**config.mk**
```make
export PLATFORM = sky130hd
export DESIGN_NAME = rrc_core
export DESIGN_NICKNAME = d
export VERILOG_FILES = /design/src/rtl/rrc_pkg.sv /design/src/rtl/rrc_alu_if.sv /design/src/rtl/rrc_alu.sv /design/src/rtl/rrc_core.sv
export SDC_FILE = /design/constraint.sdc
export NUM_CORES = 1
export LEC_CHECK = 0
export BUFFER_PORTS_ARGS = -buffer_cell sky130_fd_sc_hd__buf_2
export CAP_MARGIN = 15
export CORE_MARGIN = 2
export CORE_UTILIZATION = 31
export DETAILED_ROUTE_END_ITERATION = 10
export GPL_ROUTABILITY_DRIVEN = 0
export PLACE_DENSITY_LB_ADDON = 0.3
export SKIP_CTS_REPAIR_TIMING = 1
export SYNTH_ARGS = -nofsm -noshare
export SYNTH_HDL_FRONTEND = slang
export SYNTH_SLANG_ARGS = --single-unit
```
**constraint.sdc**
```tcl
create_clock -name clk_i -period 6.6 [get_ports clk_i]
set_clock_uncertainty 0.05 [all_clocks]
set_input_delay 0.33 -clock clk_i [delete_from_list [all_inputs] [get_ports clk_i]]
set_output_delay 0.33 -clock clk_i [all_outputs]
set_load 0.05 [all_outputs]
```
**src/rtl/rrc_pkg.sv**
```systemverilog
// Purpose: Shared constants for the rotate-right-through-carry execution block.
// Assumes: 32-bit Avalon-MM register bus, byte addresses, one aligned word per register.
// Notes:   Opcode fields, register offsets, status bit positions and reset values.
package rrc_pkg;

    // Opcode layout: fixed prefix, destination bit, access bit, 8-bit file address.
    localparam int          OP_PRE_MSB    = 15;
    localparam int          OP_PRE_LSB    = 10;
    localparam logic [5:0]  OP_PREFIX     = 6'h0c;
    localparam int          OP_D_BIT      = 9;
    localparam int          OP_A_BIT      = 8;
    localparam int          OP_F_MSB      = 7;

    // Addressing constants.
    localparam logic [7:0]  LIT_MAX_F     = 8'h5f;   // Highest offset of literal mode.
    localparam logic [7:0]  ACC_SPLIT     = 8'h60;   // First access-bank byte in the top bank.
    localparam logic [3:0]  ACC_LO_BANK   = 4'h0;
    localparam logic [3:0]  ACC_HI_BANK   = 4'hf;
    localparam int          FILE_DEPTH    = 64;
    localparam int          FILE_IW       = 6;

    // Register byte offsets.
    localparam logic [4:0]  REG_CTRL      = 5'h00;
    localparam logic [4:0]  REG_INSTR     = 5'h04;
    localparam logic [4:0]  REG_WORK      = 5'h08;
    localparam logic [4:0]  REG_STATUS    = 5'h0c;
    localparam logic [4:0]  REG_BANK      = 5'h10;
    localparam logic [4:0]  REG_LITBASE   = 5'h14;
    localparam logic [4:0]  REG_FADDR     = 5'h18;
    localparam logic [4:0]  REG_FDATA     = 5'h1c;

    // Field positions.
    localparam int          CTRL_EXT_BIT  = 0;
    localparam int          CTRL_REJ_BIT  = 1;
    localparam int          ST_C_BIT      = 0;
    localparam int          ST_Z_BIT      = 1;
    localparam int          ST_N_BIT      = 2;

    // Reset values.
    localparam logic [7:0]  WORK_RST      = 8'h00;
    localparam logic [3:0]  BANK_RST      = 4'h0;
    localparam logic [11:0] ADDR12_RST    = 12'h000;
    localparam logic [15:0] INSTR_RST     = 16'h0000;

endpackage

```
**src/rtl/rrc_alu_if.sv**
```systemverilog
// Purpose: Carrier between the execution core and its rotate datapath.
// Assumes: Purely combinational signals on the core clock.
// Notes:   The core drives the operand and carry in, the datapath returns result and flags.
`timescale 1ns/100ps
interface rrc_alu_if;
    logic [7:0] operand;
    logic       carry_in;
    logic [7:0] result;
    logic       carry_out;
    logic       negative;
    logic       zero;

    modport alu  (input operand, carry_in, output result, carry_out, negative, zero);
    modport core (output operand, carry_in, input result, carry_out, negative, zero);
endinterface

```
**src/rtl/rrc_alu.sv**
```systemverilog
// Purpose: Rotate an 8-bit operand one place right through the carry flag.
// Assumes: Operand and carry come from registered state in the core.
// Notes:   Purely combinational; negative and zero follow the rotated result, carry takes operand bit 0.
`timescale 1ns/100ps
module rrc_alu (
    rrc_alu_if.alu port_a      // Operand in, result and flags out.
);
    // Old bit 0 leaves to carry, old carry enters bit 7.
    assign port_a.result    = {port_a.carry_in, port_a.operand[7:1]};
    assign port_a.carry_out = port_a.operand[0];

    // Negative and zero are taken from the result, not the operand.
    assign port_a.negative  = port_a.result[7];
    assign port_a.zero      = (port_a.result == 8'h00);
endmodule

```
**src/rtl/rrc_core.sv**
```systemverilog
// Purpose: Execution of the rotate-right-through-carry operation behind an Avalon-MM slave.
// Assumes: One clock, synchronous active-low reset, one bus request outstanding at a time.
// Notes:   Writing an opcode to the instruction register executes it in that same cycle.
`timescale 1ns/100ps

// Function
// - Rotate file value right one bit; bit 0 to carry, carry to bit 7.
// - Destination bit zero: result to working register, file byte untouched.
// - Destination bit one: result written back into the source file byte.
// - Access bit zero: address resolves inside the access bank, ignoring bank select.
// - Access bit one: bank select register supplies the upper address bits.
// - Extended set, access zero, address up to 95: indexed literal offset.
module rrc_core
    import rrc_pkg::*;
(
    input  wire logic        clk_i,          // Core clock, 25 MHz.
    input  wire logic        rst_n_i,        // Synchronous reset, active low.
    input  wire logic [4:0]  address_i,      // Byte address of the register.
    input  wire logic        read_i,         // Read request.
    input  wire logic        write_i,        // Write request.
    input  wire logic [3:0]  byteenable_i,   // Byte lanes of a write.
    input  wire logic [31:0] writedata_i,    // Write data.
    output logic [31:0]      readdata_o,     // Read data, valid with waitrequest low.
    output logic             waitrequest_o   // High until the request is taken.
);

    // Bus handshake state and register file.
    logic        wait_r;
    logic        wait_nxt;
    logic [31:0] rdata_r;
    logic [31:0] rdata_nxt;
    logic        ext_en_r;
    logic        rej_r;
    logic [15:0] instr_r;
    logic [7:0]  work_r;
    logic        c_r;
    logic        z_r;
    logic        n_r;
    logic [3:0]  bank_r;
    logic [11:0] litbase_r;
    logic [11:0] faddr_r;
    logic [7:0]  file_mem [FILE_DEPTH];

    // The request is held for one cycle with waitrequest high; the edge after waitrequest drops takes it.
    wire         req      = read_i | write_i;
    wire         take     = req & ~wait_r;
    wire         wr_do    = take & write_i;
    assign wait_nxt       = ~(req & wait_r);
    assign waitrequest_o  = wait_r;
    assign readdata_o     = rdata_r;

    // Byte-lane merge: lanes not enabled keep the present register value.
    wire  [31:0] be_mask  = {{8{byteenable_i[3]}}, {8{byteenable_i[2]}},
                             {8{byteenable_i[1]}}, {8{byteenable_i[0]}}};
    wire  [31:0] wd       = writedata_i & be_mask;

    // Register selects.
    wire         sel_ctrl   = (address_i == REG_CTRL);
    wire         sel_instr  = (address_i == REG_INSTR);
    wire         sel_work   = (address_i == REG_WORK);
    wire         sel_status = (address_i == REG_STATUS);
    wire         sel_bank   = (address_i == REG_BANK);
    wire         sel_lit    = (address_i == REG_LITBASE);
    wire         sel_faddr  = (address_i == REG_FADDR);
    wire         sel_fdata  = (address_i == REG_FDATA);

    // Opcode fields of the word being written.
    wire  [15:0] op_w     = writedata_i[15:0];
    wire         op_ok    = (op_w[OP_PRE_MSB:OP_PRE_LSB] == OP_PREFIX);
    wire         op_d     = op_w[OP_D_BIT];
    wire         op_a     = op_w[OP_A_BIT];
    wire  [7:0]  op_f     = op_w[OP_F_MSB:0];
    wire         op_wr    = wr_do & sel_instr & (&byteenable_i[1:0]);
    wire         exec     = op_wr & op_ok;
    wire         reject   = op_wr & ~op_ok;

    // Address resolution for the three addressing modes.
    wire         lit_mode = ext_en_r & ~op_a & (op_f <= LIT_MAX_F);
    wire  [11:0] lit_addr = litbase_r + {4'h0, op_f};
    wire  [3:0]  acc_bank = (op_f < ACC_SPLIT) ? ACC_LO_BANK : ACC_HI_BANK;
    wire  [11:0] acc_addr = {acc_bank, op_f};
    wire  [11:0] bank_addr = {bank_r, op_f};
    wire  [11:0] res_addr = lit_mode ? lit_addr : (op_a ? bank_addr : acc_addr);
    // The flop file is small, so only the low address bits index it and banks alias.
    wire  [FILE_IW-1:0] x_idx = res_addr[FILE_IW-1:0];
    wire  [FILE_IW-1:0] s_idx = faddr_r[FILE_IW-1:0];
    wire  [7:0]  src_val  = file_mem[x_idx];
    wire  [6:0]  src_hi   = src_val[7:1];
    wire         src_b0   = src_val[0];

    // Rotate datapath.
    rrc_alu_if alu_if ();
    assign alu_if.operand  = src_val;
    assign alu_if.carry_in = c_r;

    rrc_alu u_alu (
        .port_a (alu_if.alu)
    );

    // Read mux; unmapped offsets read zero.
    wire  [31:0] rd_ctrl   = {30'h0, rej_r, ext_en_r};
    wire  [31:0] rd_status = {29'h0, n_r, z_r, c_r};
    assign rdata_nxt =
        sel_ctrl   ? rd_ctrl :
        sel_instr  ? {16'h0, instr_r} :
        sel_work   ? {24'h0, work_r} :
        sel_status ? rd_status :
        sel_bank   ? {28'h0, bank_r} :
        sel_lit    ? {20'h0, litbase_r} :
        sel_faddr  ? {20'h0, faddr_r} :
        sel_fdata  ? {24'h0, file_mem[s_idx]} : 32'h0;

    // Write-data merges per register.
    wire  [7:0]  work_wv = (work_r & ~be_mask[7:0]) | wd[7:0];
    wire  [7:0]  fd_wv   = (file_mem[s_idx] & ~be_mask[7:0]) | wd[7:0];
    wire  [11:0] lit_wv  = (litbase_r & ~be_mask[11:0]) | wd[11:0];
    wire  [11:0] fa_wv   = (faddr_r & ~be_mask[11:0]) | wd[11:0];
    wire  [3:0]  bank_wv = (bank_r & ~be_mask[3:0]) | wd[3:0];

    // Bus handshake and read data.
    always_ff @(posedge clk_i) begin
        if (!rst_n_i) begin
            wait_r  <= 1'b1;
            rdata_r <= 32'h0;
        end else begin
            wait_r  <= wait_nxt;
            if (read_i & wait_r) begin
                rdata_r <= rdata_nxt;
            end
        end
    end

    // Control, bank and base registers written by software.
    always_ff @(posedge clk_i) begin
        if (!rst_n_i) begin
            ext_en_r  <= 1'b0;
            bank_r    <= BANK_RST;
            litbase_r <= ADDR12_RST;
            faddr_r   <= ADDR12_RST;
        end else if (wr_do) begin
            if (sel_ctrl & byteenable_i[0]) begin
                ext_en_r <= writedata_i[CTRL_EXT_BIT];
            end
            if (sel_bank) begin
                bank_r <= bank_wv;
            end
            if (sel_lit) begin
                litbase_r <= lit_wv;
            end
            if (sel_faddr) begin
                faddr_r <= fa_wv;
            end
        end
    end

    // Instruction register and the reject flag of the last opcode written.
    always_ff @(posedge clk_i) begin
        if (!rst_n_i) begin
            instr_r <= INSTR_RST;
            rej_r   <= 1'b0;
        end else if (op_wr) begin
            instr_r <= op_w;
            rej_r   <= reject;
        end
    end

    // Working register: result lands here only when the destination bit is zero.
    always_ff @(posedge clk_i) begin
        if (!rst_n_i) begin
            work_r <= WORK_RST;
        end else if (exec & ~op_d) begin
            work_r <= alu_if.result;
        end else if (wr_do & sel_work) begin
            work_r <= work_wv;
        end
    end

    // Status flags: the operation updates all three in its single cycle.
    always_ff @(posedge clk_i) begin
        if (!rst_n_i) begin
            c_r <= 1'b0;
            z_r <= 1'b0;
            n_r <= 1'b0;
        end else if (exec) begin
            c_r <= alu_if.carry_out;
            z_r <= alu_if.zero;
            n_r <= alu_if.negative;
        end else if (wr_do & sel_status & byteenable_i[0]) begin
            c_r <= writedata_i[ST_C_BIT];
            z_r <= writedata_i[ST_Z_BIT];
            n_r <= writedata_i[ST_N_BIT];
        end
    end

    // File storage: write-back from the operation, else a software byte write.
    // It carries no reset, like a real register file; software initialises it.
    always_ff @(posedge clk_i) begin
        if (exec & op_d) begin
            file_mem[x_idx] <= alu_if.result;
        end else if (wr_do & sel_fdata) begin
            file_mem[s_idx] <= fd_wv;
        end
    end
endmodule

```
==> results.sh, run 1 <==
export IMPL_finalPower_mw=8.36
export IMPL_drv_cap=0
export IMPL_start_util=0.311
export IMPL_vdd_drop_max_uv=149
export IMPL_cts_buffers=68
export IMPL_fin_crit_sh=0.841
export IMPL_synth_area_um2=28900
export IMPL_grt_pass1_vias=20100
export IMPL_worstPathMaxFanout=65
export IMPL_cellPowerDensity_nw_per_um2=254
export IMPL_antenna_left=0
export IMPL_clock_sinks=592
export IMPL_required_ns=6.93
export IMPL_die_area_um2=95800
export IMPL_ys_warn_count=0
export IMPL_synthCells=2184
export IMPL_cp_start_kind="register"
export IMPL_synth_edf_count=512
export IMPL_synth_area_top_cells="edfxtp_1, mux4_2, dfxtp_1, nand2_1, a211oi_1"
export IMPL_io_pins=78
export IMPL_dr_pass1_iters=9
export IMPL_timing_final_crit_period_ns=5.55
export IMPL_clkTransAtPathRegs_ns=0.06
export IMPL_clockBufferDepth=3
export IMPL_synthTopCellsByCount="edfxtp_1, nand2_1, mux4_2"
export IMPL_die_w_um=309
export IMPL_synthSimpleGateAreaFrac=0.112
export IMPL_cp_arrival_ns=5.88
export IMPL_ys_async_sr_fraction=0
export IMPL_setup_viol=0
export IMPL_maxClockFrequency_mhz=180
export IMPL_critical_path_cell_chain="ha_1 -> fa_1 -> nor4bb_1 -> nand2_1 -> nand2_4 -> buf_12 -> a211oi_1 -> a211oi_1 -> a311o_1 -> o22ai_1 -> mux2i_1 -> nor2_1 -> a21oi_4 -> buf_12"
export IMPL_area_growth_pct=13.9
export IMPL_cts_tree="built"
export IMPL_fp_coreArea_um2=92900
export IMPL_finalSetupTns_ns=0
export IMPL_grt_max_degree=112
export IMPL_muxShareOfSynthArea=0.161
export IMPL_dp_hpwl_um=62800
export IMPL_cts_max_level=3
export IMPL_antenna_found_initial=3
export IMPL_min_path_type="in -> reg"
export IMPL_synth_fa_ha_area_frac=0.00285
export IMPL_cellLeakagePower_nw=10.5
export IMPL_drc_errors=0
export IMPL_drive_above_1_share=0.193
export IMPL_synth_top_cell_area_share=0.531
export IMPL_hold_viol=0
export IMPL_cpMaxStageDelayCell="nand2_4"
export IMPL_dpl_cell_area_um2=30700
export IMPL_nNetsFinal=2264
export IMPL_tightest_slew_ns=1.28
export IMPL_via_per_inst=5.83
export IMPL_critPathKind="reg -> reg"
export IMPL_grt_first_pass_wirelength_um=142000
export IMPL_synth_compound_area_frac=0.104
export IMPL_critPathMaxStageDelay_ns=0.72
export IMPL_final_area_um2=33000
export IMPL_clk_latency_ns=0.63
export IMPL_yosysMostFrequentCell="edfxtp_1"
export IMPL_grt_usage=0.204
export IMPL_status="complete, no violations"
export IMPL_syn_area_per_cell_um2=13.2
export IMPL_slew_violations=0
export IMPL_reg2reg_depth=14
export IMPL_portBuffers=43
export IMPL_yosys_most_used_dff="edfxtp_1"
export IMPL_synth_largest_area_cell="edfxtp_1"
export IMPL_cts_root_buffer="clkbuf_16"
export IMPL_min_path_cells=3
export IMPL_rsz0062_at_grt="no"
export IMPL_yosys_area_share_xor_xnor=0.000908
export IMPL_end_kind="register"
export IMPL_rows=112
export IMPL_synth_top_family_by_area="multiplexers"
export IMPL_yosysSeqAreaShare=0.587
export IMPL_first_iter_violations=2612
export IMPL_grt_overflow_total=0
export IMPL_wl_um=98800
export IMPL_die_y_um=309
export IMPL_synth_seq_cells=592
export IMPL_slew_headroom=0.142
export IMPL_wl_per_cell_um=28.1
export IMPL_antenna_cells=0
export IMPL_vias=20500
export IMPL_yosysUniqueCellTypes=78
==> logic make-up (layout without fill, tap and decap cells) <==
logic type | after synthesis | in the layout
AND/OR/NAND/NOR | 717 | 717
flip-flops | 592 | 592
AO/OA/AOI/OAI | 421 | 421
multiplexers | 253 | 253
buffers and inverters | 191 | 257
adder cells (fa/ha/maj) | 6 | 6
XOR/XNOR | 3 | 3
other | 1 | 16
==> cells in the final DEF (no fill, tap or decap), types with 7 or more instances in the layout <==
master	synthesis	routed
dfxtp_1	80	76
clkinv_2	0	13
clkinv_1	0	15
and3_1	104	104
edfxtp_1	512	512
a311oi_1	42	42
a22o_1	7	7
a31oi_1	28	27
and2_1	8	8
clkbuf_1	79	8
buf_4	23	60
a22oi_1	14	14
buf_12	0	14
nand2_1	350	349
buf_2	63	44
a311o_1	12	12
mux4_2	169	169
nor2_1	142	138
a211oi_1	113	113
nand2b_1	9	9
clkbuf_8	0	7
a21oi_1	73	67
conb_1	1	16
mux2i_1	76	76
o31ai_1	7	7
a32o_1	7	7
o21ai_0	50	47
mux2_2	8	8
dlygate4sd3_1	0	9
nand3_1	49	49
nor3_1	12	12
clkbuf_16	0	69
==> worst max-delay path: cells and delay by family, from the launching register on <==
family	cells	cell delay, ns
flops	1	0.34
mux	1	0.46
buf+inv	2	0.69
fa+ha+maj	2	0.78
simple gates	4	1.75
compound gates	5	1.12
==> routing by layer <==
metal  share of wire  global-route usage
met5         0.00012                   0
met4           0.040              0.0825
met3           0.090              0.0421
met2            0.47               0.324
met1            0.40               0.273
==> final cells by class <==
type	count	area (µm²)
clock buffer	86	1860
clock inverter	36	211
fill	8856	59900
inverter	4	15.0
multi-input combinational	1416	11200
sequential	592	17000
tap	1254	1570
timing repair buffer	131	1090
==> sequential cells by signal (all words and copies together), names as in the netlist, named ones only <==
name and flops:
z_r 1, rej_r 1, waitrequest_o 1, instr_r 16
file_mem 512, faddr_r 6, ext_en_r 1, n_r 1
alu_if.carry_in 1, readdata_o 16
==> stage by stage <==
step / instances / setup slack [ns] / hold slack (ns) / utilization
floorplan: 2199 / 0.617 / 0.383 / -
global placement: 3383 / 1.04 / 0.392 / 0.331
detailed placement: 3383 / 0.947 / 0.399 / 0.331
CTS: 3505 / 1.19 / -0.127 / 0.353
global route: 3519 / 0.812 / 0.0304 / 0.355
finish: 3519 / 1.05 / 0.0417 / 0.355
==> final timing paths <==
kind | startpoint | endpoint | slack, ns
worst max-delay path | register | file_mem[57][5]$_DFFE_PP_ | 1.05
worst min-delay path | writedata_i[8] | instr_r[8]$_SDFFE_PN0P_ | 0.04
worst max register to register | register | file_mem[57][5]$_DFFE_PP_ | 1.05
worst min register to register | instr_r[4]$_SDFFE_PN0P_ | instr_r[4]$_SDFFE_PN0P_ | 0.41
==> power breakdown <==
group | switching (mW) | total, mW | internal, mW | leakage [nW]
clock | 1.54 | 3.58 | 2.04 | 1.03
combinational | 0.476 | 0.638 | 0.162 | 4.25
sequential | 0.00267 | 4.15 | 4.14 | 5.27
total | 2.02 | 8.36 | 6.34 | 10.5
Note: power is estimated with default switching activity, not from simulation.
==> run 2: changes to the inputs <==
==> constraint.sdc (replaced) <==
create_clock -name clk_i -period 5.6 [get_ports clk_i]
set_clock_uncertainty 0.05 [all_clocks]
set_input_delay 0.28 -clock clk_i [delete_from_list [all_inputs] [get_ports clk_i]]
set_output_delay 0.28 -clock clk_i [all_outputs]
set_load 0.05 [all_outputs]
==> run 2 against run 1 <==
Setup slack got worse by 0.62 ns. Register-to-register slack got worse by 0.62 ns. First-iteration DRC count fell by 9.5%. Routed wire length fell by 0.20%. Clock power rose by 18%. Sequential share of layout area fell by 0.60 points. Critical path depth did not move. Clock-buffer cell count rose by 1. Largest cell class unchanged. Sequential power rose by 18%. Cell count rose by 1.3%. Hold slack got worse by 0.035 ns. Highest routed layer unchanged. Sequential cell count did not move.
==> results.sh, run 2 (synthesis gave the netlist of run 1 again) <==
export IMPL_antenna_cells=0
export IMPL_wl_per_cell_um=27.7
export IMPL_die_y_um=309
export IMPL_status="complete, no violations"
export IMPL_clockBufferDepth=3
export IMPL_cpMaxStageDelayCell="a2111oi_0"
export IMPL_slew_headroom=0.188
export IMPL_fp_coreArea_um2=92900
export IMPL_final_cell_mix="edfxtp_1, nand2_1, mux4_2, nor2_1, a211oi_1"
export IMPL_setup_viol=0
export IMPL_dp_hpwl_um=64500
export IMPL_hold_slack_ns=0.00696
export IMPL_first_iter_violations=2365
export IMPL_start_util=0.311
export IMPL_cts_max_level=3
export IMPL_maxClockFrequency_mhz=193
export IMPL_slew_violations=0
export IMPL_antenna_found_initial=2
export IMPL_grt_pass1_vias=20500
export IMPL_rsz0062_at_grt="no"
export IMPL_cts_buffers=67
export IMPL_timing_final_crit_period_ns=5.17
export IMPL_required_ns=5.85
export IMPL_grt_first_pass_wirelength_um=142000
export IMPL_nNetsFinal=2314
export IMPL_min_path_type="in -> reg"
export IMPL_wl_um=98600
export IMPL_drc_errors=0
export IMPL_antenna_left=0
export IMPL_drv_cap=0
export IMPL_grt_overflow_total=0
export IMPL_vias=20600
export IMPL_critical_path_cell_chain="ha_1 -> fa_1 -> nor4bb_1 -> nand2_1 -> nand2_4 -> buf_12 -> mux2i_1 -> a221o_1 -> a21oi_1 -> a2111oi_0 -> mux2i_1 -> nand2_1 -> o21ai_4 -> buf_12"
export IMPL_grt_max_degree=83
export IMPL_pre_cts_ws_ns=0.399
export IMPL_cp_arrival_ns=5.42
export IMPL_critPathMaxStageDelay_ns=0.84
export IMPL_fin_crit_sh=0.923
export IMPL_finalSetupTns_ns=0
export IMPL_dpl_cell_area_um2=31200
export IMPL_critPathKind="reg -> reg"
export IMPL_portBuffers=43
export IMPL_worstPathMaxFanout=51
export IMPL_via_per_inst=5.78
export IMPL_drive_above_1_share=0.205
export IMPL_die_w_um=309
export IMPL_cp_start_kind="register"
export IMPL_final_common_cell="edfxtp_1"
export IMPL_largest_reg_flops=512
export IMPL_area_growth_pct=15.3
export IMPL_hold_viol=0
export IMPL_rows=112
export IMPL_critPathTopFamily="compound AO/OA/AOI/OAI gates"
export IMPL_tightest_slew_ns=1.21
export IMPL_r2r_slack_ns=0.43
export IMPL_p_seq_frac=0.496
export IMPL_io_pins=78
export IMPL_clkTransAtPathRegs_ns=0.06
export IMPL_largest_register="file_mem"
export IMPL_layout_setup_ws_ns=0.429
export IMPL_cts_tree="built"
export IMPL_final_area_um2=33300
export IMPL_cp_buffers_inverters=2
export IMPL_die_area_um2=95800
export IMPL_cts_root_buffer="clkbuf_16"
export IMPL_p_int_mw=7.54
export IMPL_grt_usage=0.204
export IMPL_clk_latency_ns=0.62
export IMPL_dr_pass1_iters=6
export IMPL_end_kind="register"
export IMPL_vdd_drop_max_uv=177
export IMPL_cellLeakagePower_nw=10.8
export IMPL_p_sw_mw=2.31
export IMPL_p_sw_frac=0.235
export IMPL_cellPowerDensity_nw_per_um2=295
export IMPL_power_frac_comb=0.077
export IMPL_clock_sinks=592
export IMPL_power_share_clock=0.427
-- run 2: cell count changes in the layout (fill, tap and decap cells not counted), moves of 2 or more --
cell and change:
clkbuf_1 +10, buf_12 +4, clkinv_1 -5, buf_4 +51
nor2_1 +2, clkbuf_8 -7, nor2_2 -2, clkinv_2 -2
inv_6 -5, buf_6 -3, bufinv_16 +4
-- run 2: worst paths after layout --
check,startpoint,endpoint,cells after the start
max,register,file_mem[3][0]$_DFFE_PP_,14
min,writedata_i[6],instr_r[6]$_SDFFE_PN0P_,3
max reg2reg,register,file_mem[3][0]$_DFFE_PP_,14
min reg2reg,instr_r[8]$_SDFFE_PN0P_,instr_r[8]$_SDFFE_PN0P_,2
-- run 2: metrics by stage --
step	cells	total power [mW]	utilization
global route	3563	10.1	0.359
detailed placement	3437	5.72	0.336
CTS	3552	9.91	0.358
floorplan	2199	5.41	-
finish	3563	9.85	0.359
global placement	3437	5.71	0.336
-- run 2: final cells by class --
class	instances	area [µm²]
clock buffer	87	1770
clock inverter	28	268
fill	8842	59600
inverter	4	15.0
multi-input combinational	1416	11200
sequential	592	17000
tap	1254	1570
timing repair buffer	182	1510
-- run 2: routing by layer --
metal  vias to the layer above  share of wire  global-route usage  routed length (µm)
met4                         4          0.039              0.0860                3880
met1                     10600           0.40               0.267               39100
met2                      1043           0.47               0.330               46900
met3                       235          0.089              0.0417                8750
met5                         -        0.00032                   0                  32
li1                       8740              -                   -                   -
-- run 2: power by group through the flow --
stage | Combinational (mW) | Sequential [mW] | Clock, mW
after detailed placement | 0.741 | 4.98 | 0
after CTS | 0.742 | 4.89 | 4.28
after global placement | 0.727 | 4.98 | 0
after floorplan | 0.403 | 5.00 | 0
final | 0.759 | 4.89 | 4.21
after global routing | 0.802 | 4.89 | 4.45
-- run 2: tightest hold or removal path, stage by stage --
cell     delay, ns
buf_2         0.17
nand2_1       0.08
a21oi_1       0.06
